===== src/bttc_pkg.sv =====
/*
 bttc_pkg: constants and types for the breakpoint trace trigger control block.
 assumes: included first; every design file imports it.
*/
package bttc_pkg;
   localparam int          BP_NUM         = 15;
   localparam int          BP_PER_CTRL    = 9;
   localparam int          CODE_W         = 3;
   localparam int          CODES_W        = BP_NUM * CODE_W;
   localparam int          CTRL_CODES_W   = BP_PER_CTRL * CODE_W;
   localparam int          EXT_CODES_W    = CODES_W - CTRL_CODES_W;
   localparam int          IDX_W          = 4;
   localparam int          VPE_NUM        = 2;
   localparam int          MODE_W         = 5;
   localparam int          MORE_BIT       = 31;
   localparam int          RSV_BIT        = 30;
   localparam int          PCT_BIT        = 29;
   localparam int          EN_BIT         = 28;
   localparam int          RSV27_BIT      = 27;
   localparam logic [4:0]  CP0_REG_NUM    = 5'h17;
   localparam logic [2:0]  CP0_SEL_INSTR  = 3'h4;
   localparam logic [2:0]  CP0_SEL_DATA   = 3'h5;
   localparam logic [15:0] ADDR_INSTR_EXT = 16'h1ff8;
   localparam logic [15:0] ADDR_DATA_EXT  = 16'h2ff8;
   localparam logic [CODES_W-1:0] CODES_RST = '0;
   localparam logic [MODE_W-1:0]  MODE_RST  = '0;

   typedef enum logic [2:0] {
      BTTC_STOP_ALL      = 3'h0,
      BTTC_START_CORE    = 3'h1,
      BTTC_STOP_CORE     = 3'h2,
      BTTC_START_ALL     = 3'h3,
      BTTC_STOP_ALL_PD   = 3'h4,
      BTTC_START_CORE_PD = 3'h5,
      BTTC_RESERVED      = 3'h6,
      BTTC_START_ALL_PD  = 3'h7
   } bttc_action_e;
endpackage


===== src/bttc_pick_if.sv =====
/*
 bttc_pick_if: the one trigger chosen on one side (instruction or data).
 assumes: driven by bttc_pick, read by the top in the same clock domain.
*/
`timescale 1ns/1ps
interface bttc_pick_if;
   import bttc_pkg::*;
   logic             valid;
   logic [IDX_W-1:0] idx;
   logic [2:0]       code;
   modport src (output valid, output idx, output code);
   modport dst (input valid, input idx, input code);
endinterface


===== src/bttc_pick.sv =====
/*
 bttc_pick: lowest-numbered breakpoint among enabled matches, with its action code.
 assumes: matches already gated by the side's enable; purely combinational.
*/
`timescale 1ns/1ps
module bttc_pick
   import bttc_pkg::*;
(
   input  wire logic [bttc_pkg::BP_NUM-1:0]  i_match,
   input  wire logic [bttc_pkg::CODES_W-1:0] i_codes,
   bttc_pick_if.src                          o_pick
);
   function automatic logic [IDX_W-1:0] lowest(input logic [BP_NUM-1:0] m);
      logic [IDX_W-1:0] r;
      r = '0;
      for (int n = BP_NUM - 1; n >= 0; n--) begin
         if (m[n]) begin
            r = IDX_W'(n);
         end
      end
      return r;
   endfunction

   wire logic [IDX_W-1:0] first_idx = lowest(i_match);

   assign o_pick.valid = |i_match;
   assign o_pick.idx   = first_idx;
   // code n sits at 3n+2..3n across both words
   assign o_pick.code  = i_codes[first_idx*CODE_W +: CODE_W];
endmodule


===== src/bttc_action_dec.sv =====
/*
 bttc_action_dec: turns a 3-bit action code into trace start/stop effects.
 assumes: code comes from a chosen trigger; reserved code has no effect.
*/
`timescale 1ns/1ps
module bttc_action_dec
   import bttc_pkg::*;
(
   input  wire logic [2:0] i_code,
   output logic            o_core_start,
   output logic            o_core_stop,
   output logic            o_cm_set,
   output logic            o_cm_clr,
   output logic            o_perf_dump
);
   wire bttc_action_e act = bttc_action_e'(i_code);
   wire logic is_rsv      = (act == BTTC_RESERVED);
   wire logic stop_all    = (act == BTTC_STOP_ALL) || (act == BTTC_STOP_ALL_PD);
   wire logic start_all   = (act == BTTC_START_ALL) || (act == BTTC_START_ALL_PD);
   wire logic start_core  = (act == BTTC_START_CORE) || (act == BTTC_START_CORE_PD);

   assign o_core_start = start_all || start_core;
   assign o_core_stop  = stop_all || (act == BTTC_STOP_CORE);
   assign o_cm_set     = start_all;
   assign o_cm_clr     = o_core_stop;
   // upper code bit doubles as the counter dump, except the reserved value
   assign o_perf_dump  = i_code[2] && !is_rsv;
endmodule


===== src/bttc_top.sv =====
/*
 bttc_top: breakpoint trace control registers and breakpoint trigger selection.
 assumes: single core clock; coprocessor and debug-segment accesses and breakpoint
 matches arrive as same-clock one-cycle strobes; implemented/shared flags are static.
*/
// Operation
// - control register holds nine 3-bit action codes plus flag bits above
// - instruction extension register holds codes of the last six instruction breakpoints
// - data extension register holds codes of the last six data breakpoints
// - instruction control at coprocessor reg 23 sel 4, data at sel 5
// - chosen trigger starting coherence tracing sets coherence enable bit
// - chosen trigger stopping core tracing clears coherence enable bit
// - debug unit signals each breakpoint match; block takes it as trigger source
// - instruction and data triggers together: instruction wins, data discarded (a data match still gives the data bit 29 counter trigger pulse)
// - several triggers on one side: lowest-numbered breakpoint wins
// - trace kind follows third control mode, or software mode under software control
// - each control register has one enable blocking its side's triggers
// - no breakpoints implemented means registers and triggering are absent
// - unshared breakpoints duplicate registers per element; shared ones share them
// - instruction control bit 31 reads one when extension register is needed
// - bit 30 reads zero and ignores writes
// - bit 29 gives counter trigger pulse on instruction match while enabled
// - bit 28 instruction trigger enable; zero blocks instruction triggers
// - action codes decode to stop/start core or both, upper bit dumps counters
// - data bit 28 is data trigger enable; ignored without data breakpoints
// - codes of absent breakpoints read zero and ignore writes
`timescale 1ns/1ps
module bttc_top
   import bttc_pkg::*;
(
   input  wire logic                         i_sys_clk,
   input  wire logic                         i_sys_rst,
   input  wire logic                         i_instr_bp_implemented,
   input  wire logic                         i_data_bp_implemented,
   input  wire logic                         i_instr_bp_shared,
   input  wire logic                         i_data_bp_shared,
   input  wire logic                         i_access_vpe,
   input  wire logic                         i_cp0_wr,
   input  wire logic [4:0]                   i_cp0_reg,
   input  wire logic [2:0]                   i_cp0_sel,
   input  wire logic [31:0]                  i_cp0_wdata,
   output logic      [31:0]                  o_cp0_rdata,
   input  wire logic                         i_drseg_wr,
   input  wire logic [15:0]                  i_drseg_addr,
   input  wire logic [31:0]                  i_drseg_wdata,
   output logic      [31:0]                  o_drseg_rdata,
   input  wire logic [bttc_pkg::BP_NUM-1:0]  i_instr_bp_match,
   input  wire logic [bttc_pkg::BP_NUM-1:0]  i_data_bp_match,
   input  wire logic                         i_match_vpe,
   input  wire logic [bttc_pkg::MODE_W-1:0]  i_trace_ctrl_third_mode,
   input  wire logic [bttc_pkg::MODE_W-1:0]  i_sw_trace_ctrl_second_mode,
   input  wire logic                         i_sw_trace_control,
   output logic                              o_trig_valid,
   output logic                              o_trig_data_side,
   output logic      [bttc_pkg::IDX_W-1:0]   o_trig_index,
   output logic      [2:0]                   o_trig_code,
   output logic                              o_core_trace_start,
   output logic                              o_core_trace_stop,
   output logic                              o_perf_dump,
   output logic                              o_perf_count_trigger,
   output logic                              o_coherence_trace_enable,
   output logic      [bttc_pkg::MODE_W-1:0]  o_trace_mode
);
   import bttc_pkg::*;

   // one storage set per element; element 0 serves every element when shared
   logic [VPE_NUM-1:0][CODES_W-1:0] icodes_reg;
   logic [VPE_NUM-1:0][CODES_W-1:0] dcodes_reg;
   logic [VPE_NUM-1:0]              ipct_reg;
   logic [VPE_NUM-1:0]              ien_reg;
   logic [VPE_NUM-1:0]              dpct_reg;
   logic [VPE_NUM-1:0]              den_reg;
   logic                            trig_valid_reg;
   logic                            trig_side_reg;
   logic [IDX_W-1:0]                trig_idx_reg;
   logic [2:0]                      trig_code_reg;
   logic                            core_start_reg;
   logic                            core_stop_reg;
   logic                            perf_dump_reg;
   logic                            pct_pulse_reg;
   logic                            cm_en_reg;
   logic                            cm_en_next;
   logic [MODE_W-1:0]               mode_reg;
   logic [31:0]                     cp0_rdata_reg;
   logic [31:0]                     drseg_rdata_reg;

   function automatic logic [31:0] ctrl_word(input logic more, input logic perf_count_trigger_en,
                                             input logic en,
                                             input logic [CODES_W-1:0] c);
      logic [31:0] w;
      w                       = '0;
      w[CTRL_CODES_W-1:0]     = c[CTRL_CODES_W-1:0];
      w[EN_BIT]               = en;
      w[PCT_BIT]              = perf_count_trigger_en;
      w[MORE_BIT]             = more;
      return w; // bits 30 and 27 stay zero
   endfunction

   function automatic logic [31:0] ext_word(input logic [CODES_W-1:0] c);
      return {{(32 - EXT_CODES_W){1'b0}}, c[CODES_W-1:CTRL_CODES_W]};
   endfunction

   // access decode
   wire logic cp0_hit    = (i_cp0_reg == CP0_REG_NUM);
   wire logic wr_ictrl   = i_cp0_wr && cp0_hit && (i_cp0_sel == CP0_SEL_INSTR);
   wire logic wr_dctrl   = i_cp0_wr && cp0_hit && (i_cp0_sel == CP0_SEL_DATA);
   wire logic wr_iext    = i_drseg_wr && (i_drseg_addr == ADDR_INSTR_EXT);
   wire logic wr_dext    = i_drseg_wr && (i_drseg_addr == ADDR_DATA_EXT);
   wire logic iacc_v     = i_instr_bp_shared ? 1'b0 : i_access_vpe;
   wire logic dacc_v     = i_data_bp_shared ? 1'b0 : i_access_vpe;
   wire logic imatch_v   = i_instr_bp_shared ? 1'b0 : i_match_vpe;
   wire logic dmatch_v   = i_data_bp_shared ? 1'b0 : i_match_vpe;
   // with no breakpoints nothing is writable, so the block reads as all zero
   wire logic i_more     = i_instr_bp_implemented && (BP_NUM > BP_PER_CTRL);
   wire logic d_more     = i_data_bp_implemented && (BP_NUM > BP_PER_CTRL);

   genvar v;
   generate
      for (v = 0; v < VPE_NUM; v++) begin : g_vpe
         always_ff @(posedge i_sys_clk) begin
            if (i_sys_rst) begin
               icodes_reg[v] <= CODES_RST;
               ipct_reg[v]   <= 1'b0;
               ien_reg[v]    <= 1'b0;
            end else if (i_instr_bp_implemented && (iacc_v == 1'(v))) begin
               if (wr_ictrl) begin
                  icodes_reg[v][CTRL_CODES_W-1:0] <= i_cp0_wdata[CTRL_CODES_W-1:0];
                  ipct_reg[v] <= i_cp0_wdata[PCT_BIT];
                  ien_reg[v]  <= i_cp0_wdata[EN_BIT];
               end
               if (wr_iext) begin
                  icodes_reg[v][CODES_W-1:CTRL_CODES_W] <= i_drseg_wdata[EXT_CODES_W-1:0];
               end
            end
         end
         always_ff @(posedge i_sys_clk) begin
            if (i_sys_rst) begin
               dcodes_reg[v] <= CODES_RST;
               dpct_reg[v]   <= 1'b0;
               den_reg[v]    <= 1'b0;
            end else if (i_data_bp_implemented && (dacc_v == 1'(v))) begin
               if (wr_dctrl) begin
                  dcodes_reg[v][CTRL_CODES_W-1:0] <= i_cp0_wdata[CTRL_CODES_W-1:0];
                  dpct_reg[v] <= i_cp0_wdata[PCT_BIT];
                  den_reg[v]  <= i_cp0_wdata[EN_BIT];
               end
               if (wr_dext) begin
                  dcodes_reg[v][CODES_W-1:CTRL_CODES_W] <= i_drseg_wdata[EXT_CODES_W-1:0];
               end
            end
         end
      end
   endgenerate

   // read path, one cycle of latency; unmapped reads return zero
   wire logic [31:0] cp0_rd_next =
      !cp0_hit ? 32'h0 :
      (i_cp0_sel == CP0_SEL_INSTR) ?
         ctrl_word(i_more, ipct_reg[iacc_v], ien_reg[iacc_v], icodes_reg[iacc_v]) :
      (i_cp0_sel == CP0_SEL_DATA) ?
         ctrl_word(d_more, dpct_reg[dacc_v], den_reg[dacc_v], dcodes_reg[dacc_v]) :
      32'h0;
   wire logic [31:0] drseg_rd_next =
      (i_drseg_addr == ADDR_INSTR_EXT) ? ext_word(icodes_reg[iacc_v]) :
      (i_drseg_addr == ADDR_DATA_EXT)  ? ext_word(dcodes_reg[dacc_v]) :
      32'h0;

   // enables gate the matches before any choice is made
   wire logic                ien_sel   = ien_reg[imatch_v] && i_instr_bp_implemented;
   wire logic                den_sel   = den_reg[dmatch_v] && i_data_bp_implemented;
   wire logic [BP_NUM-1:0]   imatch_en = ien_sel ? i_instr_bp_match : '0;
   wire logic [BP_NUM-1:0]   dmatch_en = den_sel ? i_data_bp_match : '0;
   wire logic                pct_next  = (|imatch_en && ipct_reg[imatch_v]) ||
                                         (|dmatch_en && dpct_reg[dmatch_v]);

   bttc_pick_if ipick ();
   bttc_pick_if dpick ();

   bttc_pick u_ipick (
      .i_match (imatch_en),
      .i_codes (icodes_reg[imatch_v]),
      .o_pick  (ipick.src)
   );
   bttc_pick u_dpick (
      .i_match (dmatch_en),
      .i_codes (dcodes_reg[dmatch_v]),
      .o_pick  (dpick.src)
   );

   // data side only counts when the instruction side is quiet
   wire logic             sel_valid = ipick.valid || dpick.valid;
   wire logic             sel_data  = !ipick.valid;
   wire logic [IDX_W-1:0] sel_idx   = ipick.valid ? ipick.idx : dpick.idx;
   wire logic [2:0]       sel_code  = ipick.valid ? ipick.code : dpick.code;
   logic dec_start;
   logic dec_stop;
   logic dec_cm_set;
   logic dec_cm_clr;
   logic dec_dump;

   bttc_action_dec u_dec (
      .i_code       (sel_code),
      .o_core_start (dec_start),
      .o_core_stop  (dec_stop),
      .o_cm_set     (dec_cm_set),
      .o_cm_clr     (dec_cm_clr),
      .o_perf_dump  (dec_dump)
   );

   assign cm_en_next = (sel_valid && dec_cm_set) ? 1'b1 :
                       (sel_valid && dec_cm_clr) ? 1'b0 :
                       cm_en_reg;
   wire logic [MODE_W-1:0] mode_next = i_sw_trace_control ? i_sw_trace_ctrl_second_mode
                                                          : i_trace_ctrl_third_mode;

   always_ff @(posedge i_sys_clk) begin
      if (i_sys_rst) begin
         trig_valid_reg  <= 1'b0;
         trig_side_reg   <= 1'b0;
         trig_idx_reg    <= '0;
         trig_code_reg   <= 3'h0;
         core_start_reg  <= 1'b0;
         core_stop_reg   <= 1'b0;
         perf_dump_reg   <= 1'b0;
         pct_pulse_reg   <= 1'b0;
         cm_en_reg       <= 1'b0;
         mode_reg        <= MODE_RST;
         cp0_rdata_reg   <= 32'h0;
         drseg_rdata_reg <= 32'h0;
      end else begin
         trig_valid_reg  <= sel_valid;
         trig_side_reg   <= sel_valid && sel_data;
         trig_idx_reg    <= sel_valid ? sel_idx : '0;
         trig_code_reg   <= sel_valid ? sel_code : 3'h0;
         core_start_reg  <= sel_valid && dec_start;
         core_stop_reg   <= sel_valid && dec_stop;
         perf_dump_reg   <= sel_valid && dec_dump;
         pct_pulse_reg   <= pct_next;
         cm_en_reg       <= cm_en_next;
         mode_reg        <= mode_next;
         cp0_rdata_reg   <= cp0_rd_next;
         drseg_rdata_reg <= drseg_rd_next;
      end
   end

   assign o_trig_valid             = trig_valid_reg;
   assign o_trig_data_side         = trig_side_reg;
   assign o_trig_index             = trig_idx_reg;
   assign o_trig_code              = trig_code_reg;
   assign o_core_trace_start       = core_start_reg;
   assign o_core_trace_stop        = core_stop_reg;
   assign o_perf_dump              = perf_dump_reg;
   assign o_perf_count_trigger     = pct_pulse_reg;
   assign o_coherence_trace_enable = cm_en_reg;
   assign o_trace_mode             = mode_reg;
   assign o_cp0_rdata              = cp0_rdata_reg;
   assign o_drseg_rdata            = drseg_rdata_reg;
endmodule


===== config.mk =====
export PLATFORM = sky130hd
export DESIGN_NAME = bttc_top
export DESIGN_NICKNAME = d
export VERILOG_FILES = /design/src/bttc_pkg.sv /design/src/bttc_pick_if.sv /design/src/bttc_pick.sv /design/src/bttc_action_dec.sv /design/src/bttc_top.sv
export SDC_FILE = /design/constraint.sdc
export NUM_CORES = 1
export LEC_CHECK = 0
export BUFFER_PORTS_ARGS = -buffer_cell sky130_fd_sc_hd__buf_2
export CORE_UTILIZATION = 61
export DETAILED_ROUTE_END_ITERATION = 10
export MAX_ROUTING_LAYER = met4
export PLACE_DENSITY_LB_ADDON = 0.08
export SLEW_MARGIN = 25
export SYNTH_ARGS = -nofsm -noshare
export SYNTH_HDL_FRONTEND = slang
export SYNTH_SLANG_ARGS = --single-unit

===== constraint.sdc =====
create_clock -name i_sys_clk -period 5.4 [get_ports i_sys_clk]
set_input_delay 0.81 -clock i_sys_clk [delete_from_list [all_inputs] [get_ports i_sys_clk]]
set_output_delay 0.81 -clock i_sys_clk [all_outputs]
set_load 0.03 [all_outputs]

==> parameters.txt, run 1 <==
Parameter                              Value

Worst hold path
  Min-delay src ... icodes_reg[39]$_SDFFE_PP0P_
  Worst Hold Path EP ... icodes_reg[39]$_SDFFE_PP0P_
  Hold crit path type ... flop to flop
  Worst Hold Path Cells ... 2

Die
  Top-level port count ... 222
  Initial core utilization ... 62.9%
  Die Ht ... 145 um
  Horizontal die dimension ... roughly 140 um
  Die area ... between 20000 and 25000 sq um
  Placeable core area ... about 20000 sq um
  Number of placement rows ... 51

Logic synthesis
  Async S/R FF share, synth ... 0%
  Post-synthesis share of cell area spent on full adders, half adders and majority gates ... 0%
  Fraction of synthesized cell area in xor and xnor cells ... 0%
  Number of enable-type register cells in the synthesized netlist ... 0
  Top area cells in the synthesized netlist ... sky130_fd_sc_hd__dfxtp_1 (41%), sky130_fd_sc_hd__nand2_1 (13%), sky130_fd_sc_hd__mux2i_1 (9.3%), sky130_fd_sc_hd__a21oi_1 (8.4%), sky130_fd_sc_hd__mux4_2 (2.9%)
  Number of distinct library cell variants in the gate-level netlist after synthesis ... 73
  Simple-gate area share of the yosys netlist ... 23.7%
  Commonest cells post-synth ... sky130_fd_sc_hd__nand2_1 (441), sky130_fd_sc_hd__dfxtp_1 (255), sky130_fd_sc_hd__a21oi_1 (207)
  Share of synthesized area occupied by flip-flops and latches ... 41.2%
  Netlist area before placement ... 12400 sq um
  Largest family of logic cells by synthesized area ... simple AND/OR/NAND/NOR gates
  Portion of synthesized cell area occupied by the leading cell type ... 41.2%
  Library cell with the highest instance count after synthesis ... sky130_fd_sc_hd__nand2_1
  Mux contribution to synthesized area ... 12.5%
  Flop and latch count out of synthesis ... around 260
  Avg Inst Size Synth ... 7.99 sq um
  Top FF cell, synth ... sky130_fd_sc_hd__dfxtp_1
  Compound-gate portion of the synthesized area ... 17.8%
  Post-Syn Instances ... around 1600
  Top cell type by total area after synthesis ... sky130_fd_sc_hd__dfxtp_1
  Synth warnings ... 0

Worst setup path
  WP data required ... 5770 ps
  Register-to-Register Setup Slack ... 1910 ps
  Endpoint of the worst register-to-register path ... o_coherence_trace_enable$_SDFFE_PP0P_
  Category of the critical setup timing path ... input pin to flop
  CP startpoint kind ... input pin
  Max Fanout on Critical Path ... 13
  Worst Path Arrival ... approximately 4300 ps
  Launch instance of the worst register-to-register path ... ien_reg[1]$_SDFFE_PP0P_
  Number of cells on the worst reg-to-reg path ... 11
  Crit end category ... flop

Placement
  Worst slack after detailed placement ... 1020 ps
  Port Buf Inserts ... 188
  Final GP Congestion ... 0.968
  Cell total after placement ... 1921
  Placed cell area ... 13400 sq um
  Hpwl dp ... 27900 um

Run
  Number of max-cap violations ... 0

Pwr
  Power density relative to cell area ... about 280 nW/um^2
  Leakage dissipation ... 5.34 nW
  Total power draw ... 4.01 mW
  Largest vdd supply drop ... 0.216 mV

GRT
  Antenna violations before repair ... 3
  Leftover overflow at the end of global routing ... 0
  Via count of the first global-routing pass ... 10800
  Maximum number of pins on one net before global-route repair ... 100
  Global router's overall resource usage ... 39.3%
  Global-route wire length before repair ... 60500 um

Final layout
  Cell area after layout ... between 10000 and 15000 sq um
  Filler Cells Inserted ... 1628
  Final Non-Filler Cells ... 1970
  Share of layout cells above drive strength 1 ... 18.2%
  Utilization after layout ... 72.4%
  Layout overhead on the synthesized area ... 15.2%
  Final layout net count ... 1824

STA
  Final worst hold slack ... 469 ps
  Clock period minus final worst setup slack ... 3960 ps
  Crit path setup slack, layout ... between 1000 and 1500 ps
  Max Transition Viols Final ... 0
  Slew at the pin closest to its max-slew limit ... 1000 ps
  Total count of hold-check failures in the final report ... 0
  Unrepaired setup endpoints after global routing ... no
  Peak Freq ... ~0.25 GHz
  Share of the cycle needed by the critical path after routing ... 73.3%
  Tightest slew margin relative to the limit ... 32.9%
  Layout Skew ... 20.9 ps
  Final count of negative-setup-slack endpoints ... 0
  Setup TNS ... 0 ps

Routing
  Antenna-violating nets left ... 0
  Detailed-route DRC error count ... 0
  DR vias ... 12200
  Number of optimization iterations in the first detailed-route pass ... 5
  Detailed-route wire length per cell ... 20.4 um
  Mean number of vias per cell ... 6.18
  Initial drt markers ... 1430
  Final WL ... 40200 um

CTS
  Worst-skew pair later-pin latency ... 530 ps
  Number of CTS-inserted buffers ... 27
  Post-CTS clock slew at the launch and capture registers of the worst setup and hold paths ... about 60 ps
  CTS tree ... done
  Longest Clk Path Bufs ... 3
  Master cell of the clock root buffer ... sky130_fd_sc_hd__clkbuf_16
  Total setup buffers inserted after CTS ... 0
  Count of hold buffers inserted by post-cts repair ... 0
  # resized after CTS ... 0
  Clock sink count ... 255
  Number of H-tree levels ... 1

Outcome
  Run status ... completed
## power breakdown
group          internal (mW)  switching, mW  total, mW
Sequential              1.88       0.000683       1.88
Clock                   1.11          0.749       1.86
Combinational         0.0805          0.177      0.258
Total                   3.08          0.927       4.01
## worst max-delay path, cell delays in order
cell and delay (ps):
sky130_fd_sc_hd__buf_2 140, sky130_fd_sc_hd__nor3b_1 320, sky130_fd_sc_hd__o31ai_2 130, sky130_fd_sc_hd__a31oi_2 490
sky130_fd_sc_hd__o21a_2 490, sky130_fd_sc_hd__buf_4 350, sky130_fd_sc_hd__mux2_2 360, sky130_fd_sc_hd__a221oi_1 450
sky130_fd_sc_hd__a2111oi_2 150, sky130_fd_sc_hd__a211o_1 290, sky130_fd_sc_hd__o221ai_1 200, sky130_fd_sc_hd__o41ai_1 110
## layout by cell type (no fill, tap or decap), drive strengths merged, types with 5 or more instances in the layout
master and instances:
nor3b 5, mux4 16, nor2 62, nand3 24, o22a 18, a31o 5, nor4 10, dfxtp 255
inv 7, buf 213, and2 37, nand4 12, o21ai 20, nor2b 13, and3 15, a21oi 207
nand2b 10, clkbuf 39, o211ai 8, a211oi 17, nand2 442, conb 16, mux2i 115, a31oi 8
o22ai 31, o31ai 7, nor3 20
## worst max path at each step
stage                                    from                                     to  slack (ps)  cells after the start
after floorplan            i_data_bp_match[7]           o_core_trace_stop$_SDFF_PP0_        2020                     10
after global placement    i_instr_bp_match[6]  o_coherence_trace_enable$_SDFFE_PP0P_        1110                     12
after detailed placement  i_instr_bp_match[4]  o_coherence_trace_enable$_SDFFE_PP0P_        1020                     12
after CTS                 i_instr_bp_match[6]  o_coherence_trace_enable$_SDFFE_PP0P_        1540                     12
after global routing      i_instr_bp_match[4]  o_coherence_trace_enable$_SDFFE_PP0P_        1030                     11
final                     i_instr_bp_match[6]  o_coherence_trace_enable$_SDFFE_PP0P_        1440                     12
## cell type report
class	instances	area, sq um	share of cell area (%)
Inverter	7	26.3	0.184
Timing Repair Buffer	213	1130	7.95
Sequential cell	255	5100	35.7
Tap cell	265	332	2.32
Antenna cell	3	7.51	0.0526
Clock inverter	7	87.6	0.613
Clock buffer	39	801	5.61
Multi-Input combinational cell	1181	6790	47.5
## cell families (layout without fill, tap and decap cells)
| group | Yosys count | count (layout) |
|---|---|---|
| other | 1 | 19 |
| buffers and inverters | 131 | 266 |
| multiplexers | 134 | 134 |
| flip-flops | 255 | 255 |
| AND/OR/NAND/NOR | 671 | 671 |
| AO/OA/AOI/OAI | 360 | 360 |
## metal layers
layer  part of all wire (%)  up-vias  wire (um)  GRT usage, %
met1                     42     5678      16800          53.6
met5                      0        -          0             -
met2                     44      755      17700          58.8
met4                    3.0        0       1190          12.4
met3                     11       92       4430          7.19
li1                       -     5650          -             -
(Power assumes the default switching activity.)
==> run 2, diff against run 1 <==
--- a/config.mk
+++ b/config.mk
@@ -6,7 +6,7 @@
 export NUM_CORES = 1
 export LEC_CHECK = 0
 export BUFFER_PORTS_ARGS = -buffer_cell sky130_fd_sc_hd__buf_2
-export CORE_UTILIZATION = 61
+export CORE_UTILIZATION = 51
 export DETAILED_ROUTE_END_ITERATION = 10
 export MAX_ROUTING_LAYER = met4
 export PLACE_DENSITY_LB_ADDON = 0.08
==> constraint.sdc (replaced) <==
create_clock -name i_sys_clk -period 3.45 [get_ports i_sys_clk]
set_input_delay 0.5175 -clock i_sys_clk [delete_from_list [all_inputs] [get_ports i_sys_clk]]
set_output_delay 0.5175 -clock i_sys_clk [all_outputs]
set_load 0.03 [all_outputs]
==> parameters.txt, run 2 (same netlist as run 1, synthesis figures left out) <==
Parameter                              Value

STA
  Total count of hold-check failures in the final report ... 0 (unchanged)
  Layout Skew ... 14.5 ps (was 20.9 ps)
  Peak Freq ... 0.312 GHz
  Final count of negative-setup-slack endpoints ... 0 (unchanged)
  Tightest slew margin relative to the limit ... 43.1% (was 32.9%)
  Share of the cycle needed by the critical path after routing ... 93.0%
  Clock period minus final worst setup slack ... 3210 ps
  Unrepaired setup endpoints after global routing ... no (unchanged)
  Max Transition Viols Final ... 0 (unchanged)
  Setup TNS ... 0 ps (unchanged)
  Slew at the pin closest to its max-slew limit ... 853 ps (was 1000 ps)

Die
  Die Ht ... 158 um (was 145 um)
  Placeable core area ... 23700 sq um (was 19700 sq um)
  Number of placement rows ... 56 (was 51)
  Die area ... 24900 sq um (was 20900 sq um)
  Initial core utilization ... 52.4% (was 62.9%)
  Top-level port count ... 222 (unchanged)
  Horizontal die dimension ... 158 um (was 145 um)

Final layout
  Sequential cell area ... 5100 sq um (unchanged)
  Final layout net count ... 1889 (was 1824)
  Area of the multi-input gates ... 6780 sq um (was 6790 sq um)
  Commonest cells after routing, fill and taps aside ... sky130_fd_sc_hd__nand2_1 (441), sky130_fd_sc_hd__dfxtp_1 (255), sky130_fd_sc_hd__a21oi_1 (207) (was sky130_fd_sc_hd__nand2_1 (439), sky130_fd_sc_hd__dfxtp_1 (255), sky130_fd_sc_hd__a21oi_1 (207))
  Most common cell after layout, fill and taps aside ... sky130_fd_sc_hd__nand2_1 (unchanged)
  Final Non-Filler Cells ... 2087 (was 1970)
  Utilization after layout ... 62.6% (was 72.4%)
  Share of layout cells above drive strength 1 ... 21.0% (was 18.2%)
  Layout overhead on the synthesized area ... 19.6% (was 15.2%)
  Filler Cells Inserted ... 2166 (was 1628)

Placement
  Hpwl dp ... 30200 um (was 27900 um)
  Final GP Congestion ... 1.02 (was 0.968)
  Cell total after placement ... 2039 (was 1921)
  Port Buf Inserts ... 188 (unchanged)

CTS
  Total setup buffers inserted after CTS ... 0 (unchanged)
  # resized after CTS ... 0 (unchanged)
  Master cell of the clock root buffer ... sky130_fd_sc_hd__clkbuf_16 (unchanged)
  Longest Clk Path Bufs ... 3 (unchanged)
  CTS tree ... done (unchanged)
  Number of H-tree levels ... 1 (unchanged)
  Worst-skew pair later-pin latency ... 550 ps (was 530 ps)
  Clock sink count ... 255 (unchanged)
  Count of hold buffers inserted by post-cts repair ... 0 (unchanged)
  Number of CTS-inserted buffers ... 28 (was 27)
  Post-CTS clock slew at the launch and capture registers of the worst setup and hold paths ... 60 ps (about the same)

Worst setup path
  Launch instance of the worst register-to-register path ... ien_reg[1]$_SDFFE_PP0P_ (unchanged)
  Delay contributed by the slowest stage of the critical path ... 530 ps (was 490 ps)
  Endpoint of the worst register-to-register path ... o_core_trace_stop$_SDFF_PP0_ (was o_coherence_trace_enable$_SDFFE_PP0P_)
  Number of buffers and inverters on the critical path ... 1 (was 2)
  WP data required ... 3880 ps (was 5770 ps)
  Worst Path Arrival ... 3640 ps (was 4330 ps)
  Crit end category ... flop (unchanged)
  Category of the critical setup timing path ... input pin to flop (unchanged)
  Register-to-Register Setup Slack ... 360 ps (was 1910 ps)
  Number of cells on the worst reg-to-reg path ... 11 (unchanged)
  Slowest library cell on the worst path ... sky130_fd_sc_hd__mux4_2 (was sky130_fd_sc_hd__a31oi_2)
  Ordered list of cells on the worst path ... buf_2, nor4_1, o21ai_0, a31o_2, nor2_1, mux4_2, o311ai_0, o211ai_1, or3_1, o211a_1 (was buf_2, nor3b_1, o31ai_2, a31oi_2, o21a_2, buf_4, mux2_2, a221oi_1, a2111oi_2, a211o_1, o221ai_1, o41ai_1)
  Max Fanout on Critical Path ... 3 (was 13)
  Crit-path leading delay family ... compound AO/OA/AOI/OAI gates (unchanged)
  CP startpoint kind ... input pin (unchanged)

Worst hold path
  Worst Hold Path Cells ... 3 (was 2)
  Hold crit path type ... input pin to flop (was flop to flop)
  Min-delay src ... i_trace_ctrl_third_mode[4] (was icodes_reg[39]$_SDFFE_PP0P_)
  Worst Hold Path EP ... o_trace_mode[4]$_SDFF_PP0_ (was icodes_reg[39]$_SDFFE_PP0P_)

Routing
  Number of optimization iterations in the first detailed-route pass ... 5 (unchanged)
  Final WL ... 42700 um (was 40200 um)
  Detailed-route DRC error count ... 0 (unchanged)
  DR vias ... 12200 (about the same)
  Detailed-route wire length per cell ... 20.5 um (was 20.4 um)
  Initial drt markers ... 1151 (was 1430)
  Mean number of vias per cell ... 5.86 (was 6.18)
  Antenna-violating nets left ... 0 (unchanged)

GRT
  Maximum number of pins on one net before global-route repair ... 88 (was 100)
  Leftover overflow at the end of global routing ... 0 (unchanged)
  Global router's overall resource usage ... 35.0% (was 39.3%)
  Via count of the first global-routing pass ... 11300 (was 10800)
  Antenna violations before repair ... 2 (was 3)
  Global-route wire length before repair ... 64200 um (was 60500 um)

Run
  Number of max-cap violations ... 0 (unchanged)

Outcome
  Run status ... completed (unchanged)

Pwr
  Power density relative to cell area ... 419 nW/um^2 (was 280 nW/um^2)
  Largest vdd supply drop ... 0.328 mV (was 0.216 mV)
  Leakage dissipation ... 5.64 nW (was 5.34 nW)
## run 2: changes by cell type in the layout (fill, tap and decap cells not counted), sizes merged
cell and change:
buf +64, bufinv -2, clkbuf -1, clkinv +2
diode -1, inv +1
## run 2: worst max path at each step
stage / from / endpoint / slack (ps) / cells past startpoint
6_report: i_data_bp_match[10] / o_perf_dump$_SDFF_PP0_ / 240 / 10
5_1_grt: i_data_bp_match[10] / o_perf_dump$_SDFF_PP0_ / 140 / 10
4_1_cts: i_data_bp_match[10] / o_perf_dump$_SDFF_PP0_ / 300 / 10
3_5_place_dp: i_data_bp_match[10] / o_perf_dump$_SDFF_PP0_ / -260 / 10
3_3_place_gp: i_data_bp_match[10] / o_perf_dump$_SDFF_PP0_ / -270 / 10
2_1_floorplan: i_data_bp_match[7] / o_core_trace_stop$_SDFF_PP0_ / 360 / 10
## run 2: report_power, final
part	internal [mW]	switching (mW)
combinational	0.141	0.283
sequential	2.95	0.00124
clock	1.62	1.22
total	4.71	1.51
## run 2: cell type report
cell class	count	area share (%)
Inverter	7	0.177
Clock buffer	38	5.46
Sequential cell	255	34.4
Clock inverter	8	0.312
Multi-Input combinational cell	1181	45.7
Tap cell	319	2.69
Timing Repair Buffer	277	11.2
Antenna cell	2	0.0337
## run 2: tightest hold or removal path, delay by kind of cell
| kind | cells | cell delay [ps] |
|---|---|---|
| AND/OR/NAND/NOR | 1 | 70 |
| multiplexers | 1 | 50 |
| buffers and inverters | 1 | 70 |
## run 2: metal layers
layer  up-vias  global-route usage (%)  routed length [um]
met2       659                    53.2               18700
met1      5702                    46.7               18300
li1       5784                       -                   -
met3        76                    7.12                4670
met4         0                    10.7                1110
met5         -                       -                   0
## run 2: stage by stage
step	instance area (sq um)	setup slack, ps	total power, mW	hold WS [ps]
after floorplan	12500	358	3.24	436
after global placement	14000	-272	3.43	445
after detailed placement	14000	-258	3.43	447
after CTS	14800	303	6.24	185
after global routing	14800	144	6.37	200
final	14800	241	6.22	206
==> run 3, diff against run 2 <==
--- a/config.mk
+++ b/config.mk
@@ -6,11 +6,12 @@
 export NUM_CORES = 1
 export LEC_CHECK = 0
 export BUFFER_PORTS_ARGS = -buffer_cell sky130_fd_sc_hd__buf_2
-export CORE_UTILIZATION = 51
+export CORE_UTILIZATION = 52
 export DETAILED_ROUTE_END_ITERATION = 10
 export MAX_ROUTING_LAYER = met4
 export PLACE_DENSITY_LB_ADDON = 0.08
 export SLEW_MARGIN = 25
 export SYNTH_ARGS = -nofsm -noshare
 export SYNTH_HDL_FRONTEND = slang
+export SYNTH_HIERARCHICAL = 1
 export SYNTH_SLANG_ARGS = --single-unit
==> parameters.txt, run 3 <==
Parameter                              Value

Outcome
  Run status ... finished, violations left (was completed)
  Violated checks ... setup timing

Logic synthesis
  Top cell type by total area after synthesis ... sky130_fd_sc_hd__dfxtp_1 (unchanged)
  Synth warnings ... 6 (was 0)
  Commonest cells post-synth ... sky130_fd_sc_hd__mux2i_1 (317), sky130_fd_sc_hd__dfxtp_1 (255), sky130_fd_sc_hd__nand2b_1 (240) (was sky130_fd_sc_hd__nand2_1 (441), sky130_fd_sc_hd__dfxtp_1 (255), sky130_fd_sc_hd__a21oi_1 (207))
  Library cell with the highest instance count after synthesis ... sky130_fd_sc_hd__mux2i_1 (was sky130_fd_sc_hd__nand2_1)
  Share of synthesized area occupied by flip-flops and latches ... 37.6% (was 41.2%)
  Flop and latch count out of synthesis ... 255 (unchanged)
  Top area cells in the synthesized netlist ... sky130_fd_sc_hd__dfxtp_1 (38%), sky130_fd_sc_hd__mux2i_1 (23%), sky130_fd_sc_hd__nand2b_1 (11%), sky130_fd_sc_hd__mux2_2 (7.7%), sky130_fd_sc_hd__and2_1 (3.0%) (was sky130_fd_sc_hd__dfxtp_1 (41%), sky130_fd_sc_hd__nand2_1 (13%), sky130_fd_sc_hd__mux2i_1 (9.3%), sky130_fd_sc_hd__a21oi_1 (8.4%), sky130_fd_sc_hd__mux4_2 (2.9%))
  Post-Syn Instances ... 1342 (was 1552)
  Avg Inst Size Synth ... 10.1 sq um (was 7.99 sq um)
  Portion of synthesized cell area occupied by the leading cell type ... 37.6% (was 41.2%)
  Netlist area before placement ... 13600 sq um (was 12400 sq um)
  Number of distinct library cell variants in the gate-level netlist after synthesis ... 64 (was 73)
  Async S/R FF share, synth ... 0% (unchanged)
  Number of enable-type register cells in the synthesized netlist ... 0 (unchanged)
  Top FF cell, synth ... sky130_fd_sc_hd__dfxtp_1 (unchanged)

Routing
  Mean number of vias per cell ... 5.56 (was 5.86)
  Detailed-route DRC error count ... 0 (unchanged)
  Detailed-route wire length per cell ... 19.8 um (was 20.5 um)
  DR vias ... 10600 (was 12200)
  Number of optimization iterations in the first detailed-route pass ... 5 (unchanged)
  Final WL ... 38000 um (was 42700 um)
  Initial drt markers ... 713 (was 1151)
  Antenna-violating nets left ... 0 (unchanged)

CTS
  Number of CTS-inserted buffers ... 28 (unchanged)
  Master cell of the clock root buffer ... sky130_fd_sc_hd__clkbuf_16 (unchanged)
  Longest Clk Path Bufs ... 3 (unchanged)
  Number of H-tree levels ... 1 (unchanged)
  CTS tree ... done (unchanged)
  Count of hold buffers inserted by post-cts repair ... 0 (unchanged)
  Clock sink count ... 255 (unchanged)
  Post-CTS clock slew at the launch and capture registers of the worst setup and hold paths ... 60 ps (about the same)
  Worst-skew pair later-pin latency ... 550 ps (about the same)

Final layout
  Layout overhead on the synthesized area ... 20.4% (was 19.6%)
  Final layout net count ... 1706 (was 1889)
  Commonest cells after routing, fill and taps aside ... sky130_fd_sc_hd__mux2i_1 (310), sky130_fd_sc_hd__dfxtp_1 (253), sky130_fd_sc_hd__nand2b_1 (240) (was sky130_fd_sc_hd__nand2_1 (441), sky130_fd_sc_hd__dfxtp_1 (255), sky130_fd_sc_hd__a21oi_1 (207))
  Share of layout cells above drive strength 1 ... 30.6% (was 21.0%)
  Most common cell after layout, fill and taps aside ... sky130_fd_sc_hd__mux2i_1 (was sky130_fd_sc_hd__nand2_1)
  Final Non-Filler Cells ... 1916 (was 2087)
  Antenna diode instance count ... 0 (was 2)

Worst setup path
  Number of cells on the worst reg-to-reg path ... 17 (was 11)
  Endpoint of the worst register-to-register path ... o_coherence_trace_enable$_SDFFE_PP0P_ (was o_core_trace_stop$_SDFF_PP0_)
  CP startpoint kind ... flop (was input pin)
  WP data required ... 3850 ps (was 3880 ps)
  Max Fanout on Critical Path ... 8 (was 3)
  Category of the critical setup timing path ... flop to flop (was input pin to flop)
  Crit end category ... flop (unchanged)
  Worst setup path end ... o_coherence_trace_enable$_SDFFE_PP0P_ (was o_perf_dump$_SDFF_PP0_)
  Register-to-Register Setup Slack ... -90 ps (was 360 ps)
  Startpoint of the most critical setup path ... den_reg[0]$_SDFFE_PP0P_ (was i_data_bp_match[10])
  Worst Path Arrival ... 3940 ps (was 3640 ps)
  Launch instance of the worst register-to-register path ... den_reg[0]$_SDFFE_PP0P_ (was ien_reg[1]$_SDFFE_PP0P_)

STA
  Final count of negative-setup-slack endpoints ... 2 (was 0)
  Total count of hold-check failures in the final report ... 0 (unchanged)
  Slew at the pin closest to its max-slew limit ... 897 ps (was 853 ps)
  Tightest slew margin relative to the limit ... 40.2% (was 43.1%)
  Max Transition Viols Final ... 0 (unchanged)
  Layout Skew ... 12.8 ps (was 14.5 ps)
  Clock period minus final worst setup slack ... 3540 ps (was 3210 ps)
  Crit path setup slack, layout ... -88.1 ps (was 241 ps)
  Peak Freq ... 0.283 GHz (was 0.312 GHz)
  Setup TNS ... -102 ps (was 0 ps)
  Share of the cycle needed by the critical path after routing ... 103% (was 93.0%)
  Unrepaired setup endpoints after global routing ... yes (was no)

Die
  Placeable core area ... 25400 sq um (was 23700 sq um)
  Number of placement rows ... 58 (was 56)
  Initial core utilization ... 53.4% (was 52.4%)
  Horizontal die dimension ... 163 um (was 158 um)
  Die Ht ... 163 um (was 158 um)
  Die area ... 26700 sq um (was 24900 sq um)
  Top-level port count ... 222 (unchanged)

Placement
  Final GP Congestion ... 0.870 (was 1.02)
  Worst slack after detailed placement ... -622 ps (was -258 ps)
  Port Buf Inserts ... 188 (unchanged)
  Cell total after placement ... 1864 (was 2039)
  Hpwl dp ... 26100 um (was 30200 um)

Pwr
  Net load switching power ... 1.45 mW (was 1.51 mW)
  Largest vdd supply drop ... 0.351 mV (was 0.328 mV)
  Internal power ... 4.70 mW (was 4.71 mW)
  Leakage dissipation ... 7.59 nW (was 5.64 nW)
  Power density relative to cell area ... 377 nW/um^2 (was 419 nW/um^2)
  Switching fraction of total power ... 23.6% (was 24.2%)
  Sequential cell fraction of total power ... 47.9% (was 47.4%)
  Combinational group share of total power ... 6.6% (was 6.8%)
  Share of power burned in the clock network ... 45.4% (was 45.8%)

Worst hold path
  Hold crit path type ... input pin to flop (unchanged)
  Min-delay src ... i_trace_ctrl_third_mode[3] (was i_trace_ctrl_third_mode[4])

GRT
  Antenna violations before repair ... 0 (was 2)
  Via count of the first global-routing pass ... 10400 (was 11300)
  Maximum number of pins on one net before global-route repair ... 100 (was 88)
  Global-route wire length before repair ... 58400 um (was 64200 um)
  Global router's overall resource usage ... 29.0% (was 35.0%)
  Leftover overflow at the end of global routing ... 0 (unchanged)

Run
  Number of max-cap violations ... 0 (unchanged)
## run 3: worst min-delay path by stage
| stage | cells past startpoint | slack (ps) | to |
|---|---|---|---|
| CTS | 3 | 180 | o_trace_mode[3]$_SDFF_PP0_ |
| finish | 3 | 200 | o_trace_mode[3]$_SDFF_PP0_ |
| floorplan | 2 | 460 | ipct_reg[1]$_SDFFE_PP0P_ |
| detailed placement | 2 | 480 | icodes_reg[63]$_SDFFE_PP0P_ |
| global route | 3 | 190 | o_trace_mode[3]$_SDFF_PP0_ |
| global placement | 2 | 470 | icodes_reg[65]$_SDFFE_PP0P_ |
## run 3: cells by family after synthesis
family	after synthesis	synth area share [%]
other	1	0.0277
buffers and inverters	114	4.58
AO/OA/AOI/OAI	132	6.67
flip-flops	255	37.6
AND/OR/NAND/NOR	430	20.0
multiplexers	410	31.1
## run 3: cell type report
type,instances,area [sq um]
flip-flops and latches,255,5110
fillers,2120,9080
well taps,330,413
multi-input cells,988,8130
clock buffers,41,790
repair buffers,285,1780
inverters,9,41.3
clock inverters,8,56.3
## run 3: per-stage QoR
stage          area (sq um)  total power [mW]  hold WS (ps)  utilization (%)
6_report              16300              6.15           202             64.3
4_1_cts               16200              6.20           185             63.6
3_3_place_gp          15300              3.42           469             60.2
2_1_floorplan         13700              3.27           456                -
5_1_grt               16300              6.35           188             64.3
3_5_place_dp          15300              3.42           476             60.2
## run 3: critical path, stage by stage (launching register included)
cell and delay, ps:
sky130_fd_sc_hd__dfxtp_2 350, sky130_fd_sc_hd__nand2_2 60, sky130_fd_sc_hd__mux2i_4 270, sky130_fd_sc_hd__buf_12 160
sky130_fd_sc_hd__and2_4 130, sky130_fd_sc_hd__or3b_4 380, sky130_fd_sc_hd__a221oi_4 310, sky130_fd_sc_hd__nor3_2 70
sky130_fd_sc_hd__buf_4 140, sky130_fd_sc_hd__or3_4 360, sky130_fd_sc_hd__inv_6 100, sky130_fd_sc_hd__a21oi_1 80
sky130_fd_sc_hd__a311o_1 320, sky130_fd_sc_hd__mux2_4 300, sky130_fd_sc_hd__a21oi_2 140, sky130_fd_sc_hd__o21ai_1 80
sky130_fd_sc_hd__nand2_1 70, sky130_fd_sc_hd__a21oi_1 50
## run 3: power by group through the flow
stage	Sequential, mW	Clock, mW	Combinational (mW)
detailed placement	3.02	0	0.404
floorplan	3.02	0	0.249
global route	2.95	2.97	0.430
global placement	3.01	0	0.403
finish	2.95	2.80	0.407
CTS	2.95	2.84	0.405
## run 3: per-layer routing
metal	track usage (%)	vias up	wire (um)
li1	-	5184	-
met1	37.3	5125	17300
met2	47.7	265	18000
met3	3.89	70	1660
met5	-	-	0
met4	7.15	0	983
## run 3: timing repair
action                     CTS  global route
gates cloned                 0             1
gates resized for setup      9            27
buffers inserted             0             2
setup endpoints to repair    5             6
pin swaps                    0             7
